`src/shared/spll_pkg.sv`:
```
// Constants for the system PLL configuration and status block.
// Assumes a single 100 MHz clock domain and a plain register port.
package spll_pkg;
    // ********************************
    // Register offsets
    // ********************************
    localparam logic [7:0] ADDR_CTRL = 8'h00;
    localparam logic [7:0] ADDR_FREQ_M_LO = 8'h04;
    localparam logic [7:0] ADDR_FREQ_M_HI = 8'h08;
    localparam logic [7:0] ADDR_FREQ_N = 8'h0C;
    localparam logic [7:0] ADDR_STATUS = 8'h10;
    localparam logic [7:0] ADDR_IRQ_STAT = 8'h14;
    localparam logic [7:0] ADDR_IRQ_MASK = 8'h18;
    localparam logic [7:0] ADDR_LOCK_LIM = 8'h1C;
    // ********************************
    // Field positions and limits
    // ********************************
    localparam int CTRL_DBL_BIT = 0;
    localparam int CTRL_GPIO_BIT = 1;
    localparam int CTRL_FBDIV_LSB = 16;
    localparam int FBDIV_W = 10;
    localparam logic [9:0] FBDIV_MIN = 10'h06C;
    localparam logic [9:0] FBDIV_MAX = 10'h22C;
    localparam int IRQ_LOL_BIT = 0;
    localparam int IRQ_LOAD_BIT = 1;
    localparam int M_W = 48;
    localparam int N_W = 16;
    // ********************************
    // Reset values and load timing
    // ********************************
    localparam logic [9:0] FBDIV_RST = 10'h06C;
    localparam logic [47:0] FREQ_M_RST = 48'h0000_0000_0000;
    localparam logic [15:0] FREQ_N_RST = 16'h0001;
    localparam int LOAD_WORDS = 4;
    localparam int LOCK_MARGIN = 8;
    typedef enum logic [1:0] {SRC_NONE, SRC_OTP, SRC_EEPROM} spll_src_t;
endpackage

```
`src/verilog/spll_cfg.sv`:
```
// Configuration and status logic for the system analog multiplier PLL.
// Assumes a memory-like nonvolatile source port answering one cycle after a request.
//
// Notes on behaviour
// Frequencies held as 48-bit numerator over 16-bit denominator.
// A control bit selects crystal directly or through the doubler.
// Feedback divider accepts 108 through 556; software keeps PLL in range.
// Reset loads PLL control fields from a nonvolatile source before operation.
// Source is OTP or EEPROM, whichever is enabled and valid.
// After loading, host writes to control fields are accepted anytime.
// Lock limits derive internally from configuration, no user register.
// Loss-of-lock alarm readable in status, optionally routed to a GPIO.
// Lock status tracks detector within cycles, reads unlocked while loading.
//
// The implementer's own choices: strobed register access and the register offsets.
`timescale 1ns/1ps
`default_nettype none
module spll_cfg (
    input wire logic clk,
    input wire logic rst,
    input wire logic [7:0] reg_addr,
    input wire logic [31:0] reg_wdata,
    input wire logic reg_wr,
    input wire logic reg_rd,
    output logic [31:0] reg_rdata,
    input wire logic otp_enabled,
    input wire logic otp_valid,
    input wire logic eeprom_enabled,
    input wire logic eeprom_valid,
    output logic nv_req,
    output logic nv_sel_eeprom,
    output logic [1:0] nv_word,
    input wire logic [31:0] nv_data,
    input wire logic [9:0] ctrl_voltage,
    output logic pll_doubler_en,
    output logic [9:0] pll_fb_div,
    output logic cfg_busy,
    output logic gpio_lol,
    output logic irq
);
    // ********************************
    // Configuration load sequencer
    // ********************************
    typedef enum logic [1:0] {ST_PICK, ST_READ, ST_WAIT, ST_RUN} spll_ld_t;
    spll_ld_t state_ff;
    spll_pkg::spll_src_t src_ff;
    logic [1:0] word_ff;
    logic load_done_pulse;

    always_ff @(posedge clk) begin
        if (rst) begin
            state_ff <= ST_PICK;
            src_ff <= spll_pkg::SRC_NONE;
            word_ff <= 2'h0;
        end else begin
            unique case (state_ff)
                ST_PICK: begin
                    word_ff <= 2'h0;
                    if (otp_enabled && otp_valid) begin
                        src_ff <= spll_pkg::SRC_OTP;
                        state_ff <= ST_READ;
                    end else if (eeprom_enabled && eeprom_valid) begin
                        src_ff <= spll_pkg::SRC_EEPROM;
                        state_ff <= ST_READ;
                    end else begin
                        // No usable source: keep reset defaults and go operational.
                        state_ff <= ST_RUN;
                    end
                end
                ST_READ: state_ff <= ST_WAIT;
                ST_WAIT: begin
                    if (word_ff == 2'(spll_pkg::LOAD_WORDS - 1)) begin
                        state_ff <= ST_RUN;
                    end else begin
                        word_ff <= word_ff + 2'h1;
                        state_ff <= ST_READ;
                    end
                end
                ST_RUN: state_ff <= ST_RUN;
            endcase
        end
    end

    assign nv_req = (state_ff == ST_READ);
    assign nv_sel_eeprom = (src_ff == spll_pkg::SRC_EEPROM);
    assign nv_word = word_ff;
    assign cfg_busy = (state_ff != ST_RUN);
    assign load_done_pulse = (state_ff == ST_WAIT) &&
        (word_ff == 2'(spll_pkg::LOAD_WORDS - 1));

    // ********************************
    // PLL control fields
    // ********************************
    logic dbl_ff;
    logic gpio_en_ff;
    logic [9:0] fbdiv_ff;
    logic [47:0] freq_m_ff;
    logic [15:0] freq_n_ff;
    logic host_wr;
    logic [9:0] wr_fbdiv;
    logic [9:0] ld_fbdiv;
    logic fbdiv_ok;
    logic ld_fbdiv_ok;

    assign host_wr = reg_wr && (state_ff == ST_RUN);
    assign wr_fbdiv = reg_wdata[spll_pkg::CTRL_FBDIV_LSB +: spll_pkg::FBDIV_W];
    assign ld_fbdiv = nv_data[spll_pkg::CTRL_FBDIV_LSB +: spll_pkg::FBDIV_W];
    assign fbdiv_ok = (wr_fbdiv >= spll_pkg::FBDIV_MIN) && (wr_fbdiv <= spll_pkg::FBDIV_MAX);
    assign ld_fbdiv_ok = (ld_fbdiv >= spll_pkg::FBDIV_MIN) && (ld_fbdiv <= spll_pkg::FBDIV_MAX);

    always_ff @(posedge clk) begin
        if (rst) begin
            dbl_ff <= 1'b0;
            gpio_en_ff <= 1'b0;
            fbdiv_ff <= spll_pkg::FBDIV_RST;
        end else if (state_ff == ST_WAIT && word_ff == 2'h0) begin
            dbl_ff <= nv_data[spll_pkg::CTRL_DBL_BIT];
            gpio_en_ff <= nv_data[spll_pkg::CTRL_GPIO_BIT];
            // An out-of-range divider would leave the loop unable to lock, so it is dropped.
            if (ld_fbdiv_ok) begin
                fbdiv_ff <= ld_fbdiv;
            end
        end else if (host_wr && reg_addr == spll_pkg::ADDR_CTRL) begin
            dbl_ff <= reg_wdata[spll_pkg::CTRL_DBL_BIT];
            gpio_en_ff <= reg_wdata[spll_pkg::CTRL_GPIO_BIT];
            if (fbdiv_ok) begin
                fbdiv_ff <= wr_fbdiv;
            end
        end
    end

    always_ff @(posedge clk) begin
        if (rst) begin
            freq_m_ff <= spll_pkg::FREQ_M_RST;
            freq_n_ff <= spll_pkg::FREQ_N_RST;
        end else if (state_ff == ST_WAIT) begin
            if (word_ff == 2'h1) begin
                freq_m_ff[31:0] <= nv_data;
            end else if (word_ff == 2'h2) begin
                freq_m_ff[47:32] <= nv_data[15:0];
            end else if (word_ff == 2'h3) begin
                freq_n_ff <= nv_data[15:0];
            end
        end else if (host_wr) begin
            if (reg_addr == spll_pkg::ADDR_FREQ_M_LO) begin
                freq_m_ff[31:0] <= reg_wdata;
            end else if (reg_addr == spll_pkg::ADDR_FREQ_M_HI) begin
                freq_m_ff[47:32] <= reg_wdata[15:0];
            end else if (reg_addr == spll_pkg::ADDR_FREQ_N) begin
                freq_n_ff <= reg_wdata[15:0];
            end
        end
    end

    assign pll_doubler_en = dbl_ff;
    assign pll_fb_div = fbdiv_ff;

    // ********************************
    // Lock detection
    // ********************************
    // Window centre follows the divider setting; doubling lowers only the upper limit, by 4, half a margin step.
    logic [9:0] lim_lo_ff;
    logic [9:0] lim_hi_ff;
    logic [9:0] cv_s1_ff;
    logic [9:0] cv_s2_ff;
    logic [9:0] cv_s3_ff;
    logic [9:0] cv_ff;
    logic in_win;
    logic locked_ff;

    always_ff @(posedge clk) begin
        if (rst) begin
            lim_lo_ff <= 10'h000;
            lim_hi_ff <= 10'h000;
        end else begin
            lim_lo_ff <= (fbdiv_ff >> 1) - 10'(spll_pkg::LOCK_MARGIN);
            lim_hi_ff <= (fbdiv_ff >> 1) + 10'(spll_pkg::LOCK_MARGIN) -
                (dbl_ff ? 10'h004 : 10'h000);
        end
    end

    // The control voltage is a whole word from the analog side, so its bits may settle apart.
    // A value is taken only once the second and third stages agree; this costs a cycle of
    // lock latency but never compares a half-changed word against the window.
    always_ff @(posedge clk) begin
        if (rst) begin
            cv_s1_ff <= 10'h000;
            cv_s2_ff <= 10'h000;
            cv_s3_ff <= 10'h000;
        end else begin
            cv_s1_ff <= ctrl_voltage;
            cv_s2_ff <= cv_s1_ff;
            cv_s3_ff <= cv_s2_ff;
        end
    end

    always_ff @(posedge clk) begin
        if (rst) begin
            cv_ff <= 10'h000;
        end else if (cv_s2_ff == cv_s3_ff) begin
            cv_ff <= cv_s3_ff;
        end
    end

    assign in_win = (cv_ff >= lim_lo_ff) && (cv_ff <= lim_hi_ff);

    always_ff @(posedge clk) begin
        if (rst) begin
            locked_ff <= 1'b0;
        end else begin
            locked_ff <= in_win && (state_ff == ST_RUN);
        end
    end

    assign gpio_lol = gpio_en_ff && !locked_ff && (state_ff == ST_RUN);

    // ********************************
    // Interrupts
    // ********************************
    logic [1:0] irq_stat_ff;
    logic [1:0] irq_mask_ff;
    logic [1:0] irq_evt;

    assign irq_evt[spll_pkg::IRQ_LOL_BIT] = (state_ff == ST_RUN) && !in_win && locked_ff;
    assign irq_evt[spll_pkg::IRQ_LOAD_BIT] = load_done_pulse;

    always_ff @(posedge clk) begin
        if (rst) begin
            irq_stat_ff <= 2'h0;
        end else if (reg_wr && reg_addr == spll_pkg::ADDR_IRQ_STAT) begin
            irq_stat_ff <= (irq_stat_ff & ~reg_wdata[1:0]) | irq_evt;
        end else begin
            irq_stat_ff <= irq_stat_ff | irq_evt;
        end
    end

    always_ff @(posedge clk) begin
        if (rst) begin
            irq_mask_ff <= 2'h0;
        end else if (reg_wr && reg_addr == spll_pkg::ADDR_IRQ_MASK) begin
            irq_mask_ff <= reg_wdata[1:0];
        end
    end

    assign irq = |(irq_stat_ff & irq_mask_ff);

    // ********************************
    // Register read port
    // ********************************
    always_ff @(posedge clk) begin
        if (rst) begin
            reg_rdata <= 32'h0000_0000;
        end else if (reg_rd) begin
            unique case (reg_addr)
                spll_pkg::ADDR_CTRL: reg_rdata <= {6'h00, fbdiv_ff, 14'h0000,
                    gpio_en_ff, dbl_ff};
                spll_pkg::ADDR_FREQ_M_LO: reg_rdata <= freq_m_ff[31:0];
                spll_pkg::ADDR_FREQ_M_HI: reg_rdata <= {16'h0000, freq_m_ff[47:32]};
                spll_pkg::ADDR_FREQ_N: reg_rdata <= {16'h0000, freq_n_ff};
                spll_pkg::ADDR_STATUS: reg_rdata <= {29'h0000_0000, cfg_busy,
                    !locked_ff, locked_ff};
                spll_pkg::ADDR_IRQ_STAT: reg_rdata <= {30'h0000_0000, irq_stat_ff};
                spll_pkg::ADDR_IRQ_MASK: reg_rdata <= {30'h0000_0000, irq_mask_ff};
                spll_pkg::ADDR_LOCK_LIM: reg_rdata <= {6'h00, lim_hi_ff, 6'h00, lim_lo_ff};
                default: reg_rdata <= 32'h0000_0000;
            endcase
        end
    end

    // ********************************
    // Assertions
    // ********************************
    a_fbdiv_range: assert property (@(posedge clk) disable iff (rst)
        fbdiv_ff >= spll_pkg::FBDIV_MIN && fbdiv_ff <= spll_pkg::FBDIV_MAX)
        else $error("Feedback divider out of range.");
    a_unlocked_loading: assert property (@(posedge clk) disable iff (rst)
        cfg_busy |-> !locked_ff)
        else $error("Lock shown during load.");
    a_lock_tracks: assert property (@(posedge clk) disable iff (rst)
        (state_ff == ST_RUN && in_win) |=> locked_ff)
        else $error("Lock status failed to follow detector.");
    a_volt_filter: assert property (@(posedge clk) disable iff (rst)
        (cv_s2_ff != cv_s3_ff) |=> $stable(cv_ff))
        else $error("Control voltage taken before it settled.");
    a_host_blocked: assert property (@(posedge clk) disable iff (rst)
        (cfg_busy && state_ff != ST_WAIT) |=> $stable(dbl_ff))
        else $error("Control changed while loading.");
    a_host_write: assert property (@(posedge clk) disable iff (rst)
        (host_wr && reg_addr == spll_pkg::ADDR_CTRL) |=>
        dbl_ff == $past(reg_wdata[spll_pkg::CTRL_DBL_BIT]))
        else $error("Doubler select not written.");
    a_load_ends: assert property (@(posedge clk) disable iff (rst)
        (state_ff == ST_READ && word_ff == 2'h0) |-> ##[1:8] !cfg_busy)
        else $error("Load did not finish.");
    a_src_choice: assert property (@(posedge clk) disable iff (rst)
        (state_ff == ST_PICK && otp_enabled && otp_valid) |=>
        src_ff == spll_pkg::SRC_OTP)
        else $error("Wrong load source.");
    a_gpio_alarm: assert property (@(posedge clk) disable iff (rst)
        (gpio_en_ff && !cfg_busy && !locked_ff) |-> gpio_lol)
        else $error("Alarm not routed to GPIO.");
    a_limits_follow: assert property (@(posedge clk) disable iff (rst)
        $changed(fbdiv_ff) |=> lim_lo_ff == (fbdiv_ff >> 1) - 10'(spll_pkg::LOCK_MARGIN))
        else $error("Lock limits not derived.");
    a_freq_n_write: assert property (@(posedge clk) disable iff (rst)
        (host_wr && reg_addr == spll_pkg::ADDR_FREQ_N) |=>
        freq_n_ff == $past(reg_wdata[15:0]))
        else $error("Denominator not written.");
    c_load_otp: cover property (@(posedge clk) src_ff == spll_pkg::SRC_OTP && !cfg_busy);
    c_load_eeprom: cover property (@(posedge clk) src_ff == spll_pkg::SRC_EEPROM && !cfg_busy);
    c_lock_lost: cover property (@(posedge clk) irq_evt[spll_pkg::IRQ_LOL_BIT]);
    c_irq: cover property (@(posedge clk) irq);
endmodule // spll_cfg
`default_nettype wire

```
`config.mk`:
```
export PLATFORM = sky130hd
export DESIGN_NAME = spll_cfg
export DESIGN_NICKNAME = d
export VERILOG_FILES = /design/src/shared/spll_pkg.sv /design/src/verilog/spll_cfg.sv
export SDC_FILE = /design/constraint.sdc
export NUM_CORES = 1
export LEC_CHECK = 0
export BUFFER_PORTS_ARGS = -buffer_cell sky130_fd_sc_hd__buf_2
export CORE_UTILIZATION = 35
export DETAILED_ROUTE_END_ITERATION = 8
export GPL_ROUTABILITY_DRIVEN = 0
export HOLD_SLACK_MARGIN = 0.1
export MAX_ROUTING_LAYER = met4
export PLACE_DENSITY = 0.6
export SLEW_MARGIN = 20
export SYNTH_ARGS = -nofsm -noshare
export SYNTH_HDL_FRONTEND = slang
export SYNTH_SLANG_ARGS = --single-unit
```
`constraint.sdc`:
```
create_clock -name clk -period 3.5 [get_ports clk]
set_clock_uncertainty 0.2 [all_clocks]
set_input_delay 0 -clock clk [delete_from_list [all_inputs] [get_ports clk]]
set_output_delay 0 -clock clk [all_outputs]
set_load 0.02 [all_outputs]
```
==> flow_summary.json <==
{
  "synth_xor_area_share_pct": 2.05,
  "rr_startpoint": "nv_word[0]",
  "synthMuxAreaShare_pct": 7.26,
  "start_util_pct": 36.1,
  "synth_top_area_cell": "dfxtp_1",
  "grt_overflow": 0,
  "crit_slowest_cell": "dlygate4sd3_1",
  "crit_required_ns": 3.67,
  "final_common_cell": "dfxtp_1",
  "nNetsFinal": 1264,
  "synth_top_family_by_area": "compound AO/OA/AOI/OAI gates",
  "worst_ep_arrival_time_ns": 3.54,
  "detailed_place_hpwl_um": 16200,
  "startpoint_type": "input pin",
  "power.density_nw_per_um2": 426,
  "synth_area_leaders": "dfxtp_1 (41%), mux2i_1 (6.2%), a211oi_2 (6.0%)",
  "first_pass_iters": 5,
  "hold_violations": 0,
  "gr-usage-met2_pct": 32.1,
  "min_path_type": "input pin to register",
  "drc": 0,
  "yosys.cell_types.count": 68,
  "layout-drive-gt1-share_pct": 22.5,
  "numCtsBuffers": 17,
  "htree_levels": 4,
  "grt_pass1_wl_um": 38200,
  "slew_violations": 0,
  "hp-start": "reg_addr[3]",
  "busiest_layer": "met2",
  "tightest_slew_ns": 0.940,
  "use_met1_pct": 26.0,
  "detailedRoute.firstIterationViolations": 518,
  "ys.flop_type": "dfxtp_1",
  "num_io_pins": 140,
  "wl_per_cell_um": 16.2,
  "ys_seq_area_share_pct": 41.5,
  "crit_fanout": 9,
  "synthCells": 899,
  "cp_top_family": "buffers and inverters",
  "insertion_delay_ns": 0.43,
  "setup_viol": 0,
  "syn-cell-area_um2": 8540,
  "grt_pass1_vias": 7371,
  "endpoint_kind": "register",
  "cp_cell_sequence": "dlygate4sd3_1, buf_2, nor3_4, dlygate4sd3_1, and4_1, o211a_4, nand3_1, dlygate4sd3_1, a21oi_1, dlygate4sd3_1",
  "ys_seq_elements": 177,
  "die_w_um": 158,
  "diodes": 0,
  "syn_area_per_cell_um2": 9.50,
  "status": "completed",
  "synth_fa_ha_area_share_pct": 5.42,
  "timing.final.crit_share_pct": 96.2,
  "final_cell_mix": "dfxtp_1 (174), buf_2 (138), dlygate4sd3_1 (127), nor2_1 (114), nor2b_1 (54)",
  "ant_nets": 0,
  "async_reset_ff_share_pct": 0,
  "rows": 56,
  "fillCellCount": 2301,
  "ctsLongestPathBuffers": 2,
  "synth_simple_gate_area_share_pct": 17.5,
  "syn_to_final_growth_pct": 33.3,
  "final_util_pct": 48.1,
  "cts_tree": "done",
  "startpoint": "reg_addr[7]",
  "vias_per_cell": 5.09,
  "dp.cells": 1309,
  "clock-root-buffer": "clkbuf_16",
  "grt_max_degree": 72,
  "synth-compound-area-share_pct": 21.4,
  "rsz0062_at_grt": "false",
  "io_buffers": 139,
  "maxCapViolCount": 0,
  "path_buf_inv": 5,
  "tns_ns": 0,
  "final_cells": 1468,
  "clk_pin_slew_worst_paths_ns": 0.07,
  "ys_warn_count": 0,
  "min_period_ns": 3.37,
  "grtUsageTotal_pct": 20.1,
  "die_h_um": 158,
  "wirelength_um": 23800,
  "relSlewSlack_pct": 37.3,
  "peakVddDrop_uv": 277,
  "worstSetupPathType": "input pin to register",
  "timing.critical_path.mode_cell": "dlygate4sd3_1",
  "dieArea_um2": 25000,
  "synth_top_area_share_pct": 41.5,
  "core_um2": 23700,
  "grtUsageMet3_pct": 3.70,
  "vias": 7470,
  "numClockSinks": 177,
  "antenna_found_initial": 0,
  "p_leak_uw": 0.00467,
  "synth_edf_count": 0,
  "cp_slowest_stage_delay_ns": 0.61,
  "syn_nets": 1026,
  "fmax_mhz": 297
}
-- area by class of cell --
type / instances / area (um^2) / area share (%)
repair buffers: 278 / 2090 / 18.3
clock inverters: 13 / 174 / 1.53
well taps: 319 / 399 / 3.50
inverters: 35 / 131 / 1.15
multi-input cells: 628 / 4610 / 40.5
clock buffers: 18 / 439 / 3.86
flip-flops and latches: 177 / 3550 / 31.1
-- state kept, by name (all words and copies together) (netlist names), 8 cells and up --
register / cells
cv_s1_ff: 10
pll_fb_div: 10
lim_hi_ff: 8
freq_n_ff: 16
reg_rdata: 32
cv_ff: 10
lim_lo_ff: 10
freq_m_ff: 48
cv_s3_ff: 10
cv_s2_ff: 10
-- through the flow --
step,worst slack [ns],hold slack [ns],area [um^2],power [uW]
3_5_place_dp,0.976,0.0154,9460,2770
2_1_floorplan,1.09,-0.0718,8540,2580
3_3_place_gp,1.05,0.0102,9460,2770
6_report,0.131,0.135,11400,4860
5_1_grt,0.0148,0.171,11400,5060
4_1_cts,0.0166,0.106,11300,4870
-- where the power goes --
part | internal, uW | switching [uW] | total (uW)
Combinational | 345 | 396 | 741
Clock | 1150 | 835 | 1990
Sequential | 2080 | 46.6 | 2130
Total | 3580 | 1280 | 4860
-- worst paths after layout --
kind                         to  slack, ns  depth (start not counted)
hold / removal    reg_rdata[10]       0.14                          4
hold reg to reg     cv_s2_ff[6]       0.24                          1
setup reg to reg  pll_fb_div[0]       0.14                         11
setup / recovery  pll_fb_div[0]       0.13                         10
-- cell usage after synthesis, types with 4 or more instances --
cell        n
and3_1      5
nand3_1    10
buf_4       7
nor2_1    114
nand2_1    42
a211oi_1   32
a22oi_1    19
o31ai_1     5
xnor2_1     9
a21oi_1    30
clkbuf_1   30
a211oi_2   41
a31oi_1     5
nand4_1     9
a22o_1     17
xor2_1     11
a21o_1     11
a221oi_1    4
nor2b_1    55
inv_1      35
dfxtp_1   177
o32ai_1    10
nor3_1      9
and2_1      5
ha_1       37
a41oi_1     5
o21ai_0    11
nand2b_1    4
o22ai_1     8
mux2_2      7
nor2_2     10
buf_2      16
mux2i_1    53
-- timing repair --
item | in CTS | in global routing
setup buffers | 0 | 1
resized for setup | 0 | 10
hold buffers | 127 | 0
endpoints found under the setup margin | 0 | 1
hold endpoints to repair | 152 | 0
-- metal layers --
metal  vias to the layer above  share of wire [%]
li1                       3706                  -
met5                         -                  0
met3                        28                4.5
met1                      3549                 47
met4                         0                1.4
met2                       187                 47
-- kinds of logic after synthesis --
| group | Yosys count |
|---|---|
| fa+ha+maj | 37 |
| flops | 177 |
| buf+inv | 94 |
| mux | 61 |
| compound gates | 220 |
| simple gates | 290 |
| xor+xnor | 20 |
-- tightest hold or removal path, stage by stage --
cell and delay [ns]:
buf_2 0.27, a22o_1 0.27, a21oi_1 0.13, nor2_1 0.04
Power figures use the tool's default switching activity.
